$ cat src/design/meter_status_defines.vh
`ifndef METER_STATUS_DEFINES_VH
`define METER_STATUS_DEFINES_VH

// ----------------------------------------------------------------
// register indices and byte addresses
// ----------------------------------------------------------------
`define IDX_VOLTAGE_PEAK_CAPTURE 16'hE501
`define IDX_EVENT_STATUS_PRIMARY 16'hE502
`define IDX_MEASURE_MODE 16'hE504
`define IDX_PULSE_MODE 16'hE505
`define IDX_POWER_SIGN 16'hE506
`define IDX_FORMAT_SAMPLE 16'hE507
`define IDX_FORMAT_SIGNED 16'hE508
`define IDX_FORMAT_SHORT 16'hE509
`define IDX_SHIFT 2
`define ADDR_LOW_BITS 2'h0

// ----------------------------------------------------------------
// field layouts
// ----------------------------------------------------------------
`define PEAK_MAG_MSB 23
`define PEAK_PHASE_LSB 24
`define PEAK_PHASE_MSB 26
`define STATUS_MSB 18
`define ST_TOTAL_ACTIVE_HF 0
`define ST_FUND_ACTIVE_HF 1
`define ST_TOTAL_REACTIVE_HF 2
`define ST_FUND_REACTIVE_HF 3
`define ST_APPARENT_HF 4
`define ST_LINE_CYCLE_DONE 5
`define ST_ACTIVE_FLIP_LSB 6
`define ST_SUM1_FLIP 9
`define ST_REACTIVE_FLIP_LSB 10
`define ST_SUM2_FLIP 13
`define ST_PULSE_LSB 14
`define ST_DSP_DONE 17
`define ST_SUM3_FLIP 18
`define MM_ACTIVE_SEL 0
`define MM_REACTIVE_SEL 1
`define MM_MSB 1
`define PM_MSB 11
`define PM_DISABLE_LSB 9
`define PM_SOURCE_W 3
`define PS_ACTIVE_LSB 0
`define PS_SUM1 3
`define PS_REACTIVE_LSB 4
`define PS_SUM2 7
`define PS_SUM3 8
`define PS_MSB 8
`define SHORT_MSB 9

// ----------------------------------------------------------------
// reset values and bus codes
// ----------------------------------------------------------------
`define RST_WORD 32'h00000000
`define HTRANS_NONSEQ_BIT 1
`define HRESP_OKAY 1'h0

`endif

$ cat src/design/meter_peak_and_event_status.v
// Design decision made here: register access over AHB-Lite.
`timescale 1ns/1ps
`include "meter_status_defines.vh"

module meter_peak_and_event_status (
  input wire hclk,
  input wire hresetn,
  input wire hsel,
  input wire [31:0] haddr,
  input wire [1:0] htrans,
  input wire hwrite,
  input wire [2:0] hsize,
  input wire [31:0] hwdata,
  input wire hready,
  output wire hreadyout,
  output wire hresp,
  output reg [31:0] hrdata,
  input wire peak_update,
  input wire [23:0] peak_magnitude,
  input wire [2:0] peak_source_phase,
  input wire [2:0] total_active_bit30,
  input wire [2:0] fund_active_bit30,
  input wire [2:0] total_reactive_bit30,
  input wire [2:0] fund_reactive_bit30,
  input wire [2:0] apparent_bit30,
  input wire line_cycle_end,
  input wire [2:0] total_active_sign,
  input wire [2:0] fund_active_sign,
  input wire [2:0] total_reactive_sign,
  input wire [2:0] fund_reactive_sign,
  input wire [2:0] sum_sign,
  input wire [2:0] pulse_raw,
  input wire dsp_cycle_end,
  output wire active_sign_source_sel,
  output wire reactive_sign_source_sel,
  output reg pulse_out_1,
  output reg pulse_out_2,
  output reg pulse_out_3,
  output wire [2:0] pulse_out_1_source,
  output wire [2:0] pulse_out_2_source,
  output wire [2:0] pulse_out_3_source
);

  // ----------------------------------------------------------------
  // output formatting and address helpers
  // ----------------------------------------------------------------
  function [31:0] pad24;
    input [23:0] v;
    begin
      pad24 = {8'h00, v};
    end
  endfunction

  function [31:0] sext24;
    input [23:0] v;
    begin
      sext24 = {{8{v[23]}}, v};
    end
  endfunction

  function [15:0] pad10;
    input [9:0] v;
    begin
      pad10 = {6'h00, v};
    end
  endfunction

  function [31:0] word_addr;
    input [15:0] idx;
    begin
      word_addr = {14'h0000, idx, `ADDR_LOW_BITS};
    end
  endfunction

  // ----------------------------------------------------------------
  // state
  // ----------------------------------------------------------------
  reg [23:0] peak_mag_reg;
  reg [2:0] peak_phase_reg;
  reg [`STATUS_MSB:0] status_reg;
  reg [`STATUS_MSB:0] status_next;
  reg [`STATUS_MSB:0] status_set;
  reg [`MM_MSB:0] measure_mode_reg;
  reg [`PM_MSB:0] pulse_mode_reg;
  reg [`PS_MSB:0] power_sign_reg;
  reg [23:0] format_sample_reg;
  reg [2:0] ta30_reg;
  reg [2:0] fa30_reg;
  reg [2:0] tr30_reg;
  reg [2:0] fr30_reg;
  reg [2:0] ap30_reg;
  reg [2:0] pulse_prev_reg;
  reg wr_pend_reg;
  reg [31:0] wr_addr_reg;
  reg [`PS_MSB:0] sign_now;
  wire addr_phase;
  wire [2:0] pulse_fall;

  assign hreadyout = 1'b1;
  assign hresp = `HRESP_OKAY;
  assign addr_phase = hsel & hready & htrans[`HTRANS_NONSEQ_BIT];

  assign active_sign_source_sel = measure_mode_reg[`MM_ACTIVE_SEL];
  assign reactive_sign_source_sel = measure_mode_reg[`MM_REACTIVE_SEL];
  assign pulse_out_1_source = pulse_mode_reg[`PM_SOURCE_W-1:0];
  assign pulse_out_2_source = pulse_mode_reg[2*`PM_SOURCE_W-1:`PM_SOURCE_W];
  assign pulse_out_3_source = pulse_mode_reg[3*`PM_SOURCE_W-1:2*`PM_SOURCE_W];

  // ----------------------------------------------------------------
  // pulse outputs
  // ----------------------------------------------------------------
  // edges are taken from the raw pulse, so a disabled pin still flags
  genvar g;
  generate
    for (g = 0; g < 3; g = g + 1) begin : pulse_edge
      assign pulse_fall[g] = pulse_prev_reg[g] & ~pulse_raw[g];
    end
  endgenerate

  always @(posedge hclk or negedge hresetn) begin
    if (!hresetn) begin
      pulse_out_1 <= 1'b1;
      pulse_out_2 <= 1'b1;
      pulse_out_3 <= 1'b1;
    end else begin
      // idle level is high, so a disabled output parks high
      pulse_out_1 <= pulse_raw[0] | pulse_mode_reg[`PM_DISABLE_LSB];
      pulse_out_2 <= pulse_raw[1] | pulse_mode_reg[`PM_DISABLE_LSB+1];
      pulse_out_3 <= pulse_raw[2] | pulse_mode_reg[`PM_DISABLE_LSB+2];
    end
  end

  // ----------------------------------------------------------------
  // event detection
  // ----------------------------------------------------------------
  always @* begin
    sign_now = power_sign_reg;
    sign_now[`PS_ACTIVE_LSB+2:`PS_ACTIVE_LSB] = measure_mode_reg[`MM_ACTIVE_SEL] ?
      fund_active_sign : total_active_sign;
    sign_now[`PS_REACTIVE_LSB+2:`PS_REACTIVE_LSB] = measure_mode_reg[`MM_REACTIVE_SEL] ?
      fund_reactive_sign : total_reactive_sign;
    sign_now[`PS_SUM1] = sum_sign[0];
    sign_now[`PS_SUM2] = sum_sign[1];
    sign_now[`PS_SUM3] = sum_sign[2];
  end

  always @* begin
    status_set = {(`STATUS_MSB+1){1'b0}};
    status_set[`ST_TOTAL_ACTIVE_HF] = |(ta30_reg ^ total_active_bit30);
    status_set[`ST_FUND_ACTIVE_HF] = |(fa30_reg ^ fund_active_bit30);
    status_set[`ST_TOTAL_REACTIVE_HF] = |(tr30_reg ^ total_reactive_bit30);
    status_set[`ST_FUND_REACTIVE_HF] = |(fr30_reg ^ fund_reactive_bit30);
    status_set[`ST_APPARENT_HF] = |(ap30_reg ^ apparent_bit30);
    status_set[`ST_LINE_CYCLE_DONE] = line_cycle_end;
    status_set[`ST_ACTIVE_FLIP_LSB+2:`ST_ACTIVE_FLIP_LSB] =
      sign_now[`PS_ACTIVE_LSB+2:`PS_ACTIVE_LSB] ^
      power_sign_reg[`PS_ACTIVE_LSB+2:`PS_ACTIVE_LSB];
    status_set[`ST_REACTIVE_FLIP_LSB+2:`ST_REACTIVE_FLIP_LSB] =
      sign_now[`PS_REACTIVE_LSB+2:`PS_REACTIVE_LSB] ^
      power_sign_reg[`PS_REACTIVE_LSB+2:`PS_REACTIVE_LSB];
    status_set[`ST_SUM1_FLIP] = sign_now[`PS_SUM1] ^ power_sign_reg[`PS_SUM1];
    status_set[`ST_SUM2_FLIP] = sign_now[`PS_SUM2] ^ power_sign_reg[`PS_SUM2];
    status_set[`ST_SUM3_FLIP] = sign_now[`PS_SUM3] ^ power_sign_reg[`PS_SUM3];
    status_set[`ST_PULSE_LSB+2:`ST_PULSE_LSB] = pulse_fall;
    status_set[`ST_DSP_DONE] = dsp_cycle_end;
  end

  // set wins over a clear landing in the same cycle
  always @* begin
    status_next = status_reg;
    if (wr_pend_reg && wr_addr_reg == word_addr(`IDX_EVENT_STATUS_PRIMARY)) begin
      status_next = status_reg & ~hwdata[`STATUS_MSB:0];
    end
    status_next = status_next | status_set;
  end

  // ----------------------------------------------------------------
  // registers
  // ----------------------------------------------------------------
  always @(posedge hclk or negedge hresetn) begin
    if (!hresetn) begin
      peak_mag_reg <= 24'h000000;
      peak_phase_reg <= 3'h0;
      status_reg <= {(`STATUS_MSB+1){1'b0}};
      measure_mode_reg <= {(`MM_MSB+1){1'b0}};
      pulse_mode_reg <= {(`PM_MSB+1){1'b0}};
      power_sign_reg <= {(`PS_MSB+1){1'b0}};
      format_sample_reg <= 24'h000000;
      ta30_reg <= 3'h0;
      fa30_reg <= 3'h0;
      tr30_reg <= 3'h0;
      fr30_reg <= 3'h0;
      ap30_reg <= 3'h0;
      pulse_prev_reg <= 3'h7;
      wr_pend_reg <= 1'b0;
      wr_addr_reg <= `RST_WORD;
    end else begin
      if (peak_update) begin
        peak_mag_reg <= peak_magnitude;
        peak_phase_reg <= peak_source_phase;
      end
      status_reg <= status_next;
      power_sign_reg <= sign_now;
      ta30_reg <= total_active_bit30;
      fa30_reg <= fund_active_bit30;
      tr30_reg <= total_reactive_bit30;
      fr30_reg <= fund_reactive_bit30;
      ap30_reg <= apparent_bit30;
      pulse_prev_reg <= pulse_raw;
      wr_pend_reg <= addr_phase & hwrite;
      if (addr_phase) begin
        wr_addr_reg <= haddr;
      end
      if (wr_pend_reg) begin
        if (wr_addr_reg == word_addr(`IDX_MEASURE_MODE)) begin
          measure_mode_reg <= hwdata[`MM_MSB:0];
        end
        if (wr_addr_reg == word_addr(`IDX_PULSE_MODE)) begin
          pulse_mode_reg <= hwdata[`PM_MSB:0];
        end
        if (wr_addr_reg == word_addr(`IDX_FORMAT_SAMPLE)) begin
          format_sample_reg <= hwdata[23:0];
        end
      end
    end
  end

  // ----------------------------------------------------------------
  // read path
  // ----------------------------------------------------------------
  // read data is latched at the address phase, so a clear written in
  // the previous data phase may still show in a back-to-back read
  always @(posedge hclk or negedge hresetn) begin
    if (!hresetn) begin
      hrdata <= `RST_WORD;
    end else if (addr_phase && !hwrite) begin
      case (haddr)
        word_addr(`IDX_VOLTAGE_PEAK_CAPTURE): begin
          hrdata <= {5'h00, peak_phase_reg, peak_mag_reg};
        end
        word_addr(`IDX_EVENT_STATUS_PRIMARY): begin
          hrdata <= {13'h0000, status_reg};
        end
        word_addr(`IDX_MEASURE_MODE): begin
          hrdata <= {30'h00000000, measure_mode_reg};
        end
        word_addr(`IDX_PULSE_MODE): begin
          hrdata <= {20'h00000, pulse_mode_reg};
        end
        word_addr(`IDX_POWER_SIGN): begin
          hrdata <= {23'h000000, power_sign_reg};
        end
        word_addr(`IDX_FORMAT_SAMPLE): begin
          hrdata <= pad24(format_sample_reg);
        end
        word_addr(`IDX_FORMAT_SIGNED): begin
          hrdata <= sext24(format_sample_reg);
        end
        word_addr(`IDX_FORMAT_SHORT): begin
          hrdata <= {16'h0000, pad10(format_sample_reg[`SHORT_MSB:0])};
        end
        default: begin
          hrdata <= `RST_WORD;
        end
      endcase
    end
  end

endmodule // meter_peak_and_event_status

$ cat config.mk
export PLATFORM = sky130hd
export DESIGN_NAME = meter_peak_and_event_status
export DESIGN_NICKNAME = d
export VERILOG_FILES = /design/src/design/meter_peak_and_event_status.v
export VERILOG_INCLUDE_DIRS = /design/src /design/src/design
export SDC_FILE = /design/constraint.sdc
export NUM_CORES = 1
export LEC_CHECK = 0
export CAP_MARGIN = 40
export CORE_ASPECT_RATIO = 1.2
export CORE_MARGIN = 2
export CORE_UTILIZATION = 60
export DETAILED_ROUTE_END_ITERATION = 10
export DONT_BUFFER_PORTS = 1
export HOLD_SLACK_MARGIN = 0.03
export PLACE_DENSITY_LB_ADDON = 0.2
export SLEW_MARGIN = 20
export SYNTH_ARGS = -nofsm -noshare
export SYNTH_HDL_FRONTEND = slang
export SYNTH_SLANG_ARGS = --single-unit
$ cat constraint.sdc
create_clock -name hclk -period 2.48 [get_ports hclk]
set_input_delay 0.124 -clock hclk [delete_from_list [all_inputs] [get_ports hclk]]
set_output_delay 0.124 -clock hclk [all_outputs]
set_load 0.05 [all_outputs]
Word-level counts from Yosys, hierarchy flattened
Index checks and enable logic that the tools add are counted.
Word-level totals
  register bits: 179
  latch bits: 0
  memory bits (writable): 0
  memory bits (read-only): 0
  bits of input ports: 137
  word-level logic and storage cells: 71
  memories kept: 0
Cells by class
  $add $sub $neg: 0
  multiply operators: 0
  div/mod/pow operators: 0
  $lt $le $gt $ge: 0
  eq/ne operators: 12
  shifts and indexed selects: 0
  multiplexer cells: 4
  bitwise logic cells: 25
  reduce and logical (&&, ||, !) cells: 11
Operators by type and width (number)
  == test 32 x 18 -> 1 bit, second input constant: 12
  one-hot mux 32 bit (8 select lines): 1
  bitwise XOR 3 bit: 7
  bitwise AND 19 bit: 1
  2-to-1 mux 19 bit: 1
  NOT 19 bit: 1
  bitwise OR 19 bit: 1
  OR reduction 3 bit: 5
  bitwise AND 1 bit: 6
  2-to-1 mux 3 bit: 2
  AND reduction 2 bit: 3
  NOT 1 bit: 3
  bitwise OR 1 bit: 3
  bitwise XOR 1 bit: 3
  logical AND 1 bit: 2
  zero test 1 bit: 1

Logic depth before layout (Yosys ltp)
  word-level depth: 4
  mapped depth: 8
  mapped depth without buffers: 5

Least setup slack after synthesis
Ideal clock, no wire load.
  path kind: reg2reg
  start point: register wr_addr_reg[24]
  end point: register pulse_mode_reg[10]
  library setup time: 125 ps
  arrival: 1773 ps
  data required time: 2355 ps
  slack: 582 ps
  cell stages (with the launch flop): 7
  path buffers: 1
  period minus slack after synthesis: 1898 ps
  cell sequence: dfrtp_1 > nor4b_1 > and4_1 > nand3_2 > or3b_4 > buf_6 > mux2_4
Between the ends
  word-level cells in the longest chain between the ends: 2
Ends and longest elaborated chain
  start: declaration: RTL line meter_peak_and_event_status.v:94  | reg [31:0] wr_addr_reg;
  start signal: assignment: RTL line meter_peak_and_event_status.v:196  | wr_addr_reg <= `RST_WORD;
  start signal: assignment: RTL line meter_peak_and_event_status.v:212  | wr_addr_reg <= haddr;
  == test 32 x 18 -> 1 bit: RTL line meter_peak_and_event_status.v:218  | if (wr_addr_reg == word_addr(`IDX_PULSE_MODE)) begin
  AND reduction 2 bit (no line)
  end signal: assignment: RTL line meter_peak_and_event_status.v:186  | pulse_mode_reg <= {(`PM_MSB+1){1'b0}};
  end signal: assignment: RTL line meter_peak_and_event_status.v:219  | pulse_mode_reg <= hwdata[`PM_MSB:0];
  end: declaration: RTL line meter_peak_and_event_status.v:84  | reg [`PM_MSB:0] pulse_mode_reg;
Every way passes these cells.
A chain may end at the register's enable or synchronous reset.

Final worst setup path
  start point: register wr_addr_reg[24]
  end point: register status_reg[17]
Between the ends
  word-level cells in the longest chain between the ends: 4
Ends and longest elaborated chain
  == test 32 x 18 -> 1 bit: RTL line meter_peak_and_event_status.v:171  | if (wr_pend_reg && wr_addr_reg == word_addr(`IDX_EVENT_STATUS_PRIMARY)) begin
  logical AND 1 bit: RTL line meter_peak_and_event_status.v:171
  2-to-1 mux 19 bit: RTL line meter_peak_and_event_status.v:171
  bitwise OR 19 bit: RTL line meter_peak_and_event_status.v:174  | status_next = status_next | status_set;
  named net status_next[17]: RTL line meter_peak_and_event_status.v:81  | reg [`STATUS_MSB:0] status_next;
  end signal: assignment: RTL line meter_peak_and_event_status.v:184  | status_reg <= {(`STATUS_MSB+1){1'b0}};
  end signal: assignment: RTL line meter_peak_and_event_status.v:202  | status_reg <= status_next;
  end: declaration: RTL line meter_peak_and_event_status.v:80  | reg [`STATUS_MSB:0] status_reg;
The timed path passes the listed nets, and every way through them passes these cells.

==> out/summary.txt <==
Status: complete, but fails checks
Violated checks: hold timing
Clock transition at the registers of the reported paths: 0.06 ns
WL final: 19.6 mm
Syn-to-layout area delta: 29.2%
P_int: 5.18 mW
Net count, final: 874
Final GP Congestion: 0.811
Worst r2r path cells: 7
P_leak: 4.11 nW
TNS Setup: 0 ns
Syn_nets: 737
Die Ht: 127 um
Slew @ Worst Pin: 0.667 ns
Endpoints failing hold: 175
Drt wl/cell: 21.5 um
Crit path from: wr_addr_reg[24]
Initial core utilization: 0.618
Syn avg cell area: 12.5 um^2
Flop-to-flop setup slack: 0.08 ns
FFs w/ async S/R, synth: 1.00
Period utilization: 0.967
Vias: 5344
Share of post-route cells with drive strength above 1: 0.224
EDFF count, synth: 0
Max-Cap Viols: 0
CP Launch Type: register
Clock buffer depth: 2
Die width: 106 um
Grt total ovfl: 0
Post-synth top cells: dfrtp_1 (169), mux2_2 (93), nor2_1 (35)
WP data required: 2.78 ns
Initial DRT Pass Iterations: 5
DR DRC count: 0
Synth unique cells: 45
Power Density: 711 nW/um^2
Htree depth: 4
Vias in the first global route: 5934
Core ar.: 12200 um^2
Most common flop cell mapped by yosys: dfrtp_1
Setup crit end: status_reg[17]
Initial antenna violation count: 0
CTS Sinks: 175
Top-count cell post-synth: dfrtp_1
Yosys top cell by area: dfrtp_1
Initial DRC count: 257
Fmax: 0.417 GHz
Worst hold path type: in -> async
Largest net degree at the start of global routing: 176
Max FFs per register: 32
CTS tree: done
Setup Viol. Count Final: 0
Synth Warn #: 0
Comb pwr share: 0.091
Vias per cell: 5.87
Crit Path Category: reg -> reg
Synthesized area: 7520 um^2
Seq pwr share: 0.518
ANT cells: 0
Top-area cell type share of the netlist area: 0.563
Tmin final: 2.40 ns
Synth Register Bits: 175
Clk root buf: clkbuf_16
Total CTS buffers: 17
First-pass GRT wire length: 31.1 mm
Clock power share: 0.391
Site row count: 44
Area contributors post-synth: dfrtp_1 (56%), mux2_2 (14%), xnor2_1 (2.8%)
Worst hold margin: -0.601 ns
Seq/Total Area, Yosys: 0.584
CP Capture Type: register
Total track usage: 0.303
Net switching power: 1.72 mW
Max-slew violations: 0
Post-route ant nets: 0
Cts hold-fix bufs: 148
Worst-Skew Late Latency: 0.42 ns
VDD IR max: 0.589 mV
Skew final: 0.0104 ns
Critical path peak fanout: 19
Full die area: 13400 um^2
Reg-to-Reg Start: wr_addr_reg[24]
Unrepaired setup endpoints after global routing: false
HPWL after detailed placement: 11.1 mm
IO Count: 185
Count of input and output buffers: 0
R2r endpoint: status_reg[17]
Worst EP arrival: 2.69 ns
Switching Share: 0.250
Gate Count Post-Synth: 600
Slew margin rel.: 0.552
[critical path, cell delays in order (launching register included)]
cell and delay [ns]:
dfrtp_1 0.40, nor4b_2 0.37, and4_2 0.32, nand4_1 0.09, buf_4 0.23, o21ai_1 0.19
nand2b_1 0.10, dlygate4sd3_1 0.57
[cell type report]
cell class	count	area, um^2
fillers	688	2450
clock buffers	26	489
inverters	23	86.3
repair buffers	162	1610
clock inverters	6	108
flip-flops and latches	175	4390
well taps	161	201
multi-input cells	358	2830
[cell usage in the layout (no fill, tap or decap), types with 3 or more instances in the layout]
cell type,Yosys,final
dfrtp_1,169,168
dlygate4sd3_1,0,148
mux2_2,93,93
nor2_1,35,34
o21ai_0,32,31
xnor2_1,24,24
nand2_1,24,24
inv_1,23,23
a22oi_1,17,17
clkbuf_16,0,17
a22o_1,16,16
nand3_1,14,14
a21oi_1,14,14
buf_4,15,12
nand4_1,10,10
mux2_4,10,10
a31oi_1,10,10
nor4_1,10,8
clkbuf_1,15,6
dfstp_2,6,6
o21ai_1,3,4
nor4b_2,1,3
nand2b_1,3,3
or2_2,3,3
nor3_1,3,3
nor4b_1,5,3
and3_1,3,3
a32oi_1,3,3
bufinv_16,0,3
clkbuf_8,0,3
[metal layers]
metal	wire length, um	track usage
met1	7850	0.372
met2	10100	0.514
met3	1270	0.0709
met4	420	0.129
met5	0	0
[per-stage QoR]
step,instances,utilization,area [um^2],power (mW),setup WS [ns]
after floorplan,600,-,7520,3.89,0.582
after global placement,731,0.626,7610,3.94,0.260
after detailed placement,731,0.626,7610,3.98,0.190
after CTS,911,0.797,9690,6.90,0.0330
after global routing,911,0.798,9710,7.13,0.0175
final,911,0.798,9710,6.90,0.0824
[kinds of logic (layout without fill, tap and decap cells)]
| logic type | Yosys count | count (layout) | synth area share |
|---|---|---|---|
| flops | 175 | 175 | 0.584 |
| other cells | 2 | 2 | 0.000999 |
| mux | 105 | 105 | 0.162 |
| simple gates | 128 | 128 | 0.0957 |
| buf+inv | 67 | 217 | 0.0446 |
| compound gates | 99 | 99 | 0.0851 |
| xor+xnor | 24 | 24 | 0.0280 |
[worst min-delay path by stage]
stage	from	end	slack (ns)
after global placement	hresetn	hrdata[21]	-0.17
after detailed placement	hresetn	hrdata[21]	-0.17
after global routing	hresetn	wr_addr_reg[27]	-0.62
final	hresetn	wr_addr_reg[27]	-0.60
after floorplan	hresetn	ap30_reg[0]	-0.17
after CTS	hresetn	wr_addr_reg[31]	-0.61
[repair_timing]
item                                    in CTS  in global routing
setup buffers                                0                  0
endpoints found under the hold margin      337                175
resized for setup                            0                  5
endpoints found under the setup margin       0                  2
[power groups by stage]
stage | clock network, mW | logic (mW) | registers, mW
floorplan | 0 | 0.372 | 3.52
global placement | 0 | 0.353 | 3.59
detailed placement | 0 | 0.374 | 3.61
CTS | 2.74 | 0.609 | 3.55
global route | 2.86 | 0.678 | 3.60
finish | 2.70 | 0.628 | 3.57
Note: power is estimated with default switching activity, not from simulation.
